===== src/hdl/sc_cfg_pkg.sv =====
// constants and field layout of the smart card configuration register slice
`default_nettype none
package sc_cfg_pkg;
    // byte offsets in configuration space
    localparam logic [7:0]  OFF_HDR_SUBSYS     = 8'h2c;
    localparam logic [7:0]  OFF_HDR_IRQ        = 8'h3c;
    localparam logic [7:0]  OFF_PM_CTRL        = 8'h48;
    localparam logic [7:0]  OFF_PM_BRIDGE_EXT  = 8'h4a;
    localparam logic [7:0]  OFF_PM_DATA        = 8'h4b;
    localparam logic [7:0]  OFF_GEN_CTRL       = 8'h4c;
    localparam logic [7:0]  OFF_SUBSYS_ALIAS   = 8'h50;
    localparam logic [7:0]  OFF_SOCKET_CFG     = 8'h58;
    // dword indices used by the decoder
    localparam logic [5:0]  DW_HDR_SUBSYS      = OFF_HDR_SUBSYS[7:2];
    localparam logic [5:0]  DW_HDR_IRQ         = OFF_HDR_IRQ[7:2];
    localparam logic [5:0]  DW_PM              = OFF_PM_CTRL[7:2];
    localparam logic [5:0]  DW_GEN_CTRL        = OFF_GEN_CTRL[7:2];
    localparam logic [5:0]  DW_SUBSYS_ALIAS    = OFF_SUBSYS_ALIAS[7:2];
    localparam logic [5:0]  DW_SOCKET_CFG      = OFF_SOCKET_CFG[7:2];
    // fixed read values
    localparam logic [7:0]  PM_BRIDGE_EXT_VAL  = 8'h00;
    localparam logic [7:0]  PM_DATA_VAL        = 8'h00;
    localparam logic [15:0] PM_CTRL_VAL        = 16'h0000;
    // general control layout
    localparam logic [7:0]  GC_RESET           = 8'h00;
    localparam logic [7:0]  GC_WRITE_MASK      = 8'h70;
    localparam int          GC_INT_SEL_LO      = 5;
    localparam int          GC_COLD_WAKE_BIT   = 4;
    // subsystem alias
    localparam logic [31:0] ALIAS_RESET        = 32'h00000000;
    // socket configuration layout
    localparam logic [31:0] SC_RESET           = 32'h00110001;
    localparam logic [31:0] SC_WRITE_MASK      = 32'hf1111011;
    localparam int          SC_SCRATCH_LO      = 28;
    localparam int          SC_CLASS_B_BIT     = 24;
    localparam int          SC_CLASS_A_BIT     = 20;
    localparam int          SC_EMV_BIT         = 16;
    localparam int          SC_PINS_BIT        = 12;
    localparam int          SC_WAKE_BIT        = 4;
    localparam int          SC_SOCKET_BIT      = 0;
    // header interrupt pin encoding: INTA reads as one
    localparam logic [7:0]  IRQ_PIN_BASE       = 8'h01;
    localparam int          IRQ_PIN_BYTE_LO    = 8;
    localparam int          STRAP_COUNT        = 4;
    localparam int          SYNC_STAGES        = 3;
endpackage
`default_nettype wire


===== src/hdl/pin_sync3.sv =====
// three-stage input synchroniser with agreement filter
`default_nettype none
module pin_sync3 #(
    parameter int WIDTH = 1
) (
    // clock and reset
    input  wire logic             clk_i,
    input  wire logic             srst_i,
    // asynchronous input and filtered output
    input  wire logic [WIDTH-1:0] async_i,
    output logic      [WIDTH-1:0] stable_o
);
    logic [WIDTH-1:0] s1_reg;
    logic [WIDTH-1:0] s2_reg;
    logic [WIDTH-1:0] s3_reg;
    logic [WIDTH-1:0] stable_reg;
    logic [WIDTH-1:0] stable_next;

    // stage one feeds stage two only; per-bit agreement of stages two and three
    always_comb begin
        for (int i = 0; i < WIDTH; i++) begin
            stable_next[i] = (s2_reg[i] == s3_reg[i]) ? s3_reg[i] : stable_reg[i];
        end
    end

    always_ff @(posedge clk_i) begin
        if (srst_i) begin
            s1_reg     <= '0;
            s2_reg     <= '0;
            s3_reg     <= '0;
            stable_reg <= '0;
        end else begin
            s1_reg     <= async_i;
            s2_reg     <= s1_reg;
            s3_reg     <= s2_reg;
            stable_reg <= stable_next;
        end
    end

    assign stable_o = stable_reg;
endmodule
`default_nettype wire


===== src/hdl/sc_cfg_regs.sv =====
// configuration register slice of the smart card function
`default_nettype none
module sc_cfg_regs (
    // clock and resets
    input  wire logic                                clk_i,
    input  wire logic                                srst_i,
    input  wire logic                                pci_rst_i,
    // configuration access port
    input  wire logic                                cfg_req_i,
    input  wire logic                                cfg_we_i,
    input  wire logic [7:0]                          cfg_addr_i,
    input  wire logic [3:0]                          cfg_be_i,
    input  wire logic [31:0]                         cfg_wdata_i,
    output logic      [31:0]                         cfg_rdata_o,
    output logic                                     cfg_ack_o,
    // pins from the board
    input  wire logic [sc_cfg_pkg::STRAP_COUNT-1:0]  irq_routing_strap_i,
    input  wire logic                                card_present_i,
    // interrupt routing
    output logic      [1:0]                          irq_line_sel_o,
    output logic      [7:0]                          header_irq_pin_o,
    // power management
    output logic                                     pme_d3cold_cap_o,
    output logic                                     pme_wake_o,
    // socket controls and subsystem codes
    output logic                                     socket_on_o,
    output logic                                     card_class_a_ok_o,
    output logic                                     card_class_b_ok_o,
    output logic                                     emv_iface_on_o,
    output logic                                     card_pins_on_o,
    output logic      [15:0]                         subsys_device_code_o,
    output logic      [15:0]                         subsys_maker_code_o
);
    import sc_cfg_pkg::*;

    logic [7:0]             gen_ctrl_reg;
    logic [7:0]             gen_ctrl_next;
    logic [31:0]            alias_reg;
    logic [31:0]            alias_next;
    logic [31:0]            socket_reg;
    logic [31:0]            socket_next;
    logic [31:0]            rdata_reg;
    logic [31:0]            rdata_next;
    logic                   ack_reg;
    logic                   ack_next;
    logic [1:0]             route_reg;
    logic [1:0]             route_next;
    logic [7:0]             pin_reg;
    logic [7:0]             pin_next;
    logic                   wake_reg;
    logic                   wake_next;
    logic                   present_prev_reg;
    logic [STRAP_COUNT-1:0] strap_sync;
    logic                   present_sync;
    logic [5:0]             dword;
    logic                   wr;
    logic [31:0]            gc_wr_word;

    // straps and card detect come from pins
    pin_sync3 #(
        .WIDTH (STRAP_COUNT + 1)
    ) u_pin_sync (
        .clk_i    (clk_i),
        .srst_i   (srst_i),
        .async_i  ({card_present_i, irq_routing_strap_i}),
        .stable_o ({present_sync, strap_sync})
    );

    // byte-lane write limited to the writable bits
    function automatic logic [31:0] merge_write(input logic [31:0] old_v,
                                                input logic [31:0] new_v,
                                                input logic [3:0]  be,
                                                input logic [31:0] mask);
        logic [31:0] lane;
        lane = {{8{be[3]}}, {8{be[2]}}, {8{be[1]}}, {8{be[0]}}} & mask;
        return (old_v & ~lane) | (new_v & lane);
    endfunction

    // lowest asserted strap wins when several are pulled
    function automatic logic [1:0] strap_route(input logic [STRAP_COUNT-1:0] s);
        logic [1:0] r;
        r = 2'h0;
        for (int i = STRAP_COUNT - 1; i >= 0; i--) begin
            if (s[i]) begin
                r = i[1:0];
            end
        end
        return r;
    endfunction

    assign dword = cfg_addr_i[7:2];
    assign wr    = cfg_req_i && cfg_we_i;
    // general control merged at full width, only the low byte is kept
    assign gc_wr_word = merge_write({24'h0, gen_ctrl_reg}, cfg_wdata_i, cfg_be_i, {24'h0, GC_WRITE_MASK});

    // register writes
    always_comb begin
        gen_ctrl_next = gen_ctrl_reg;
        alias_next    = alias_reg;
        socket_next   = socket_reg;
        if (wr) begin
            case (dword)
                DW_GEN_CTRL: begin
                    gen_ctrl_next = gc_wr_word[7:0];
                end
                DW_SUBSYS_ALIAS: begin
                    alias_next = merge_write(alias_reg, cfg_wdata_i, cfg_be_i, '1);
                end
                DW_SOCKET_CFG: begin
                    socket_next = merge_write(socket_reg, cfg_wdata_i, cfg_be_i, SC_WRITE_MASK);
                end
                default: begin
                    gen_ctrl_next = gen_ctrl_reg;
                end
            endcase
        end
    end

    // only the global reset clears these; pci reset has no say here
    always_ff @(posedge clk_i) begin
        if (srst_i) begin
            gen_ctrl_reg <= GC_RESET;
            alias_reg    <= ALIAS_RESET;
            socket_reg   <= SC_RESET;
        end else begin
            gen_ctrl_reg <= gen_ctrl_next;
            alias_reg    <= alias_next;
            socket_reg   <= socket_next;
        end
    end

    // read path, one cycle after the request
    always_comb begin
        rdata_next = 32'h0;
        ack_next   = cfg_req_i;
        if (cfg_req_i && !cfg_we_i) begin
            case (dword)
                DW_HDR_SUBSYS: begin
                    rdata_next = alias_reg;
                end
                DW_HDR_IRQ: begin
                    rdata_next[IRQ_PIN_BYTE_LO +: 8] = pin_reg;
                end
                DW_PM: begin
                    rdata_next = {PM_DATA_VAL, PM_BRIDGE_EXT_VAL, PM_CTRL_VAL};
                end
                DW_GEN_CTRL: begin
                    rdata_next = {24'h0, gen_ctrl_reg & GC_WRITE_MASK};
                end
                DW_SUBSYS_ALIAS: begin
                    rdata_next = alias_reg;
                end
                DW_SOCKET_CFG: begin
                    rdata_next = socket_reg & SC_WRITE_MASK;
                end
                default: begin
                    rdata_next = 32'h0;
                end
            endcase
        end
        if (pci_rst_i) begin
            ack_next   = 1'b0;
            rdata_next = 32'h0;
        end
    end

    always_ff @(posedge clk_i) begin
        if (srst_i) begin
            rdata_reg <= 32'h0;
            ack_reg   <= 1'b0;
        end else begin
            rdata_reg <= rdata_next;
            ack_reg   <= ack_next;
        end
    end

    // interrupt routing and insertion wake
    always_comb begin
        route_next = gen_ctrl_next[GC_INT_SEL_LO +: 2];
        if (|strap_sync) begin
            route_next = strap_route(strap_sync);
        end
        pin_next  = IRQ_PIN_BASE + {6'h0, route_next};
        wake_next = socket_reg[SC_WAKE_BIT] && present_sync && !present_prev_reg;
    end

    always_ff @(posedge clk_i) begin
        if (srst_i) begin
            route_reg        <= 2'h0;
            pin_reg          <= IRQ_PIN_BASE;
            wake_reg         <= 1'b0;
            present_prev_reg <= 1'b0;
        end else begin
            route_reg        <= route_next;
            pin_reg          <= pin_next;
            wake_reg         <= wake_next;
            present_prev_reg <= present_sync;
        end
    end

    assign cfg_rdata_o          = rdata_reg;
    assign cfg_ack_o            = ack_reg;
    assign irq_line_sel_o       = route_reg;
    assign header_irq_pin_o     = pin_reg;
    assign pme_d3cold_cap_o     = gen_ctrl_reg[GC_COLD_WAKE_BIT];
    assign pme_wake_o           = wake_reg;
    assign socket_on_o          = socket_reg[SC_SOCKET_BIT];
    assign card_class_a_ok_o    = socket_reg[SC_CLASS_A_BIT];
    assign card_class_b_ok_o    = socket_reg[SC_CLASS_B_BIT];
    assign emv_iface_on_o       = socket_reg[SC_EMV_BIT];
    assign card_pins_on_o       = socket_reg[SC_PINS_BIT];
    assign subsys_device_code_o = alias_reg[31:16];
    assign subsys_maker_code_o  = alias_reg[15:0];

    // checks
    pm_reads_zero_a: assert property (@(posedge clk_i) disable iff (srst_i)
        (cfg_req_i && !cfg_we_i && !pci_rst_i && dword == DW_PM) |=> (cfg_ack_o && cfg_rdata_o == 32'h0))
        else $error("power management dword did not read zero");

    route_select_a: assert property (@(posedge clk_i) disable iff (srst_i)
        (strap_sync == '0) |=> (irq_line_sel_o == $past(gen_ctrl_next[GC_INT_SEL_LO +: 2])))
        else $error("interrupt route does not follow programmed select");

    strap_override_a: assert property (@(posedge clk_i) disable iff (srst_i)
        (strap_sync[0]) |=> (irq_line_sel_o == 2'h0))
        else $error("strap did not override interrupt select");

    header_pin_a: assert property (@(posedge clk_i) disable iff (srst_i)
        header_irq_pin_o == IRQ_PIN_BASE + {6'h0, irq_line_sel_o})
        else $error("header interrupt pin disagrees with route");

    gc_reserved_a: assert property (@(posedge clk_i) disable iff (srst_i)
        (gen_ctrl_reg & ~GC_WRITE_MASK) == 8'h0)
        else $error("general control reserved bit set");

    alias_readback_a: assert property (@(posedge clk_i) disable iff (srst_i)
        (wr && dword == DW_SUBSYS_ALIAS && cfg_be_i == 4'hf) ##1 !cfg_req_i ##1
        (cfg_req_i && !cfg_we_i && !pci_rst_i && dword == DW_HDR_SUBSYS)
        |=> (cfg_rdata_o == $past(cfg_wdata_i, 3)))
        else $error("subsystem alias not seen at header offset");

    pci_reset_keeps_a: assert property (@(posedge clk_i) disable iff (srst_i)
        (pci_rst_i && !wr) |=> ($stable(socket_reg) && $stable(gen_ctrl_reg)))
        else $error("pci reset disturbed globally reset state");

    sc_reserved_a: assert property (@(posedge clk_i) disable iff (srst_i)
        (socket_reg & ~SC_WRITE_MASK) == 32'h0)
        else $error("socket reserved bit set");

    insert_wake_a: assert property (@(posedge clk_i) disable iff (srst_i)
        (pme_wake_o) |-> ($past(socket_reg[SC_WAKE_BIT]) && $past(present_sync) && !$past(present_prev_reg)))
        else $error("wake pulse without enabled insertion");

    socket_write_a: assert property (@(posedge clk_i) disable iff (srst_i)
        (wr && dword == DW_SOCKET_CFG && cfg_be_i[0] && cfg_be_i[3])
        |=> (socket_on_o == $past(cfg_wdata_i[SC_SOCKET_BIT]) &&
             card_class_b_ok_o == $past(cfg_wdata_i[SC_CLASS_B_BIT])))
        else $error("socket enable or class b not written");

    // field writes reach their outputs or the scratch nibble one cycle later; cold wake holds otherwise
    cold_wake_cap_a: assert property (@(posedge clk_i) disable iff (srst_i)
        (wr && dword == DW_GEN_CTRL && cfg_be_i[0])
        |=> (pme_d3cold_cap_o == $past(cfg_wdata_i[GC_COLD_WAKE_BIT])))
        else $error("cold wake capability not written");

    cold_wake_hold_a: assert property (@(posedge clk_i) disable iff (srst_i)
        !(wr && dword == DW_GEN_CTRL)
        |=> $stable(pme_d3cold_cap_o))
        else $error("cold wake capability changed without a write");

    class_a_write_a: assert property (@(posedge clk_i) disable iff (srst_i)
        (wr && dword == DW_SOCKET_CFG && cfg_be_i[2])
        |=> (card_class_a_ok_o == $past(cfg_wdata_i[SC_CLASS_A_BIT])))
        else $error("class a support not written");

    emv_write_a: assert property (@(posedge clk_i) disable iff (srst_i)
        (wr && dword == DW_SOCKET_CFG && cfg_be_i[2])
        |=> (emv_iface_on_o == $past(cfg_wdata_i[SC_EMV_BIT])))
        else $error("emv interface enable not written");

    pins_write_a: assert property (@(posedge clk_i) disable iff (srst_i)
        (wr && dword == DW_SOCKET_CFG && cfg_be_i[1])
        |=> (card_pins_on_o == $past(cfg_wdata_i[SC_PINS_BIT])))
        else $error("card pin enable not written");

    scratch_write_a: assert property (@(posedge clk_i) disable iff (srst_i)
        (wr && dword == DW_SOCKET_CFG && cfg_be_i[3])
        |=> (socket_reg[31:SC_SCRATCH_LO] == $past(cfg_wdata_i[31:SC_SCRATCH_LO])))
        else $error("scratch nibble not written");

    // state that only writes or the global reset may move, then wake gating and strap priority
    socket_hold_a: assert property (@(posedge clk_i) disable iff (srst_i)
        !(wr && dword == DW_SOCKET_CFG)
        |=> $stable(socket_reg))
        else $error("socket configuration changed without a write");

    alias_hold_a: assert property (@(posedge clk_i) disable iff (srst_i)
        !(wr && dword == DW_SUBSYS_ALIAS)
        |=> $stable({subsys_device_code_o, subsys_maker_code_o}))
        else $error("subsystem codes changed without a write");

    wake_gate_a: assert property (@(posedge clk_i) disable iff (srst_i)
        !socket_reg[SC_WAKE_BIT]
        |=> !pme_wake_o)
        else $error("wake pulse while insertion wake is off");

    strap_high_a: assert property (@(posedge clk_i) disable iff (srst_i)
        (strap_sync[1] && !strap_sync[0])
        |=> (irq_line_sel_o == 2'h1))
        else $error("second strap did not select line b");

    // read path against the visible register outputs, then reserved bits read as zero
    header_subsys_a: assert property (@(posedge clk_i) disable iff (srst_i)
        (cfg_req_i && !cfg_we_i && !pci_rst_i && dword == DW_HDR_SUBSYS)
        |=> (cfg_rdata_o == {subsys_device_code_o, subsys_maker_code_o}))
        else $error("header subsystem read disagrees with codes");

    header_pin_read_a: assert property (@(posedge clk_i) disable iff (srst_i)
        (cfg_req_i && !cfg_we_i && !pci_rst_i && dword == DW_HDR_IRQ)
        |=> (cfg_rdata_o[IRQ_PIN_BYTE_LO +: 8] == $past(header_irq_pin_o)))
        else $error("header interrupt pin read disagrees with output");

    gc_read_a: assert property (@(posedge clk_i) disable iff (srst_i)
        (cfg_req_i && !cfg_we_i && !pci_rst_i && dword == DW_GEN_CTRL)
        |=> (cfg_rdata_o[31:7] == 25'h0 && cfg_rdata_o[3:0] == 4'h0))
        else $error("general control read shows reserved bits");

    sc_read_a: assert property (@(posedge clk_i) disable iff (srst_i)
        (cfg_req_i && !cfg_we_i && !pci_rst_i && dword == DW_SOCKET_CFG)
        |=> ((cfg_rdata_o & ~SC_WRITE_MASK) == 32'h0))
        else $error("socket read shows reserved bits");
endmodule
`default_nettype wire


===== config.mk =====
export PLATFORM = sky130hd
export DESIGN_NAME = sc_cfg_regs
export DESIGN_NICKNAME = d
export VERILOG_FILES = /design/src/hdl/sc_cfg_pkg.sv /design/src/hdl/pin_sync3.sv /design/src/hdl/sc_cfg_regs.sv
export SDC_FILE = /design/constraint.sdc
export NUM_CORES = 1
export LEC_CHECK = 0
export ABC_AREA = 1
export BUFFER_PORTS_ARGS = -buffer_cell sky130_fd_sc_hd__buf_4
export CORE_MARGIN = 5
export CORE_UTILIZATION = 53
export DETAILED_ROUTE_END_ITERATION = 7
export PLACE_DENSITY = 0.84
export SKIP_LAST_GASP = 1
export SYNTH_ARGS = -nofsm -noshare
export SYNTH_HDL_FRONTEND = slang
export SYNTH_SLANG_ARGS = --single-unit

===== constraint.sdc =====
create_clock -name clk_i -period 4 [get_ports clk_i]
set_input_delay 0.8 -clock clk_i [delete_from_list [all_inputs] [get_ports clk_i]]
set_output_delay 0.8 -clock clk_i [all_outputs]
set_load 0.02 [all_outputs]

==> metrics.csv <==
stage;metric;value;unit
worst_hold_path;hp-start;present_prev_reg;
floorplanning;initial_core_util;0.536;
sta;setup_viol_count_final;0;
clocking;htreeDepth;3;
sta;rsz0062_at_grt;false;
routing;wl_met2;4850;um
routing;highest_layer;met4;
logic_synthesis;ys.flop_type;dfxtp_1;
worst_setup_path;cp.arrival;2.38;ns
routing;dr.pass1.iters;4;
grt;antenna_found_initial;0;
place;dpl.hpwl;7090;um
floorplanning;rows;31;
routing;route.layer.met1.wl;4040;um
routing;drt_iter0_markers;196;
floorplanning;die_x;95.2;um
sta;setup_tns;0;ns
sta;min_period;2.16;ns
logic_synthesis;syn_avg_cell_area;8.03;um^2
flow_run;maxCapViolCount;0;
worst_hold_path;min_path_type;reg2reg;
final_layout;final_nets;651;
clocking;cts.path.max_buffers;2;
final_layout;n_antenna_cell;0;
routing;post_drt_wl_per_cell;13.9;um
worst_setup_path;critPathRequiredTime;4.22;ns
sta;fin_crit_sh;0.540;
clocking;cts_resized;0;
floorplanning;die_h;95.2;um
final_layout;fin_area;5020;um^2
worst_hold_path;min_to;pme_wake_o;
logic_synthesis;synthCells;479;
worst_setup_path;timing.rr.start;u_pin_sync.stable_o[3];
logic_synthesis;yosysWarningCount;0;
final_layout;final_cell_mix;buf_4, dfxtp_1, nand2_1;
sta;max_freq;0.463;GHz
logic_synthesis;ys_ff_latch;105;
sta;relSlewSlack;0.466;
routing;ant_nets;0;
place;globalplace.congestion;0.823;
worst_setup_path;path_class;in2reg;
power_and_ir_drop;peakVddDrop;0.276;mV
worst_setup_path;r2r_cells;8;
sta;maxSlewViolCount;0;
floorplanning;core;7180;um^2
clocking;clkSinkCount;105;
grt;grt_max_degree;48;
logic_synthesis;async_flop_share;0;
worst_hold_path;whs_path_depth;1;
power_and_ir_drop;powerDensity;376;nW/um^2
logic_synthesis;yosysUniqueCellTypes;27;
final_layout;final_cells;700;
final_layout;final_common_cell;buf_4;
grt;grt_overflow;0;
clocking;cts_tree;built;
grt;gr-usage-all-layers;0.216;
clocking;insertion_delay;0.35;ns
worst_setup_path;critPathCaptureType;flip-flop;
worst_setup_path;crit_fanout;47;
run_status;status;completed;
clocking;clkTransAtPathRegs;0.09;ns
clocking;cts_buffers;9;
routing;wl;9700;um
worst_setup_path;r2r_end;header_irq_pin_o[1];
power_and_ir_drop;power.leakage;0.00224;uW
place;post_dp_cell_area;4790;um^2
clocking;cts_setup_buffers;0;
place;place.port_buffers;128;
sta;skew;0.00865;ns
floorplanning;boundaryPins;136;
logic_synthesis;ys_seq_area_frac;0.546;
routing;vias;3448;
clocking;cts_root_buffer;clkbuf_8;
sta;hold_viol_final;0;
place;dp.cells;684;
clocking;cts_hold_buf;0;
final_layout;area_growth;30.4;%
worst_setup_path;regToRegSetupSlack;2.72;ns
grt;grt_pass1_wl;15300;um
logic_synthesis;netlist_area;3850;um^2
floorplanning;die_area;9070;um^2
grt;grt_pass1_vias;3289;
routing;wl_met3;693;um
routing;vias_per_cell;4.93;
routing;drc;0;
worst_setup_path;critPathLaunchType;input port;
sta;tightest_slew;0.797;ns
logic_synthesis;synth_edf_count;0;
final_layout;drive_above_1_share;0.270;
## cell families after synthesis
group | share of synthesized area
AND/OR/NAND/NOR | 0.260
buffers and inverters | 0.103
AO/OA/AOI/OAI | 0.0858
flip-flops | 0.546
adder cells (fa/ha/maj) | 0.00325
other | 0.000974
## stage by stage
| stage | utilization | hold WS [ns] | total power, uW | setup slack, ns |
|---|---|---|---|---|
| CTS | 0.700 | 0.400 | 1890 | 1.84 |
| floorplan | - | 0.373 | 1130 | 2.01 |
| finish | 0.700 | 0.395 | 1890 | 1.84 |
| detailed placement | 0.668 | 0.389 | 1180 | 1.46 |
| global placement | 0.668 | 0.378 | 1180 | 1.48 |
| global route | 0.700 | 0.432 | 1940 | 1.64 |
## critical path, stage by stage
cell and delay [ns]:
buf_4 0.41, clkinv_1 0.79, o21ai_1 0.29, a21oi_1 0.07
## area by class of cell
cell class | count | area [um^2]
timing repair buffer | 129 | 968
inverter | 62 | 233
fill | 556 | 2160
clock buffer | 10 | 138
sequential | 105 | 2100
multi-input combinational | 289 | 1360
tap | 99 | 124
clock inverter | 6 | 91.3
## cell usage after synthesis, types with 4 or more instances
| library cell | number | area (um^2) |
|---|---|---|
| buf_4 | 6 | 45.0 |
| buf_6 | 4 | 45.0 |
| nand4_1 | 20 | 125 |
| o21ai_1 | 6 | 30.0 |
| a21oi_1 | 49 | 245 |
| nand3_1 | 14 | 70.1 |
| nor3_1 | 18 | 90.1 |
| o21ai_0 | 5 | 25.0 |
| inv_2 | 7 | 26.3 |
| nor2_1 | 63 | 236 |
| buf_2 | 9 | 45.0 |
| nand2_1 | 93 | 349 |
| buf_1 | 4 | 15.0 |
| dfxtp_1 | 105 | 2100 |
| a211oi_1 | 4 | 30.0 |
| clkbuf_1 | 4 | 15.0 |
| inv_1 | 54 | 203 |
## routing by layer
| metal | GRT usage | vias up |
|---|---|---|
| met5 | 0 | - |
| met4 | 0.0781 | 0 |
| met3 | 0.0434 | 10 |
| met2 | 0.378 | 112 |
| met1 | 0.263 | 1590 |
| li1 | - | 1736 |
## worst max path at each step
stage / end / from / slack, ns
finish: flip-flop / srst_i / 1.84
global route: flip-flop / srst_i / 1.64
CTS: flip-flop / srst_i / 1.84
detailed placement: flip-flop / srst_i / 1.46
global placement: flip-flop / srst_i / 1.48
floorplan: header_irq_pin_o[1] / cfg_addr_i[7] / 2.01
## report_power, final
group | internal [uW] | switching [uW] | total [uW] | leakage, uW
sequential | 1050 | 3.04 | 1060 | 0.000848
combinational | 43.8 | 61.2 | 105 | 0.00128
clock | 371 | 355 | 726 | 0.000105
total | 1470 | 419 | 1890 | 0.00224
(Power assumes the default switching activity.)
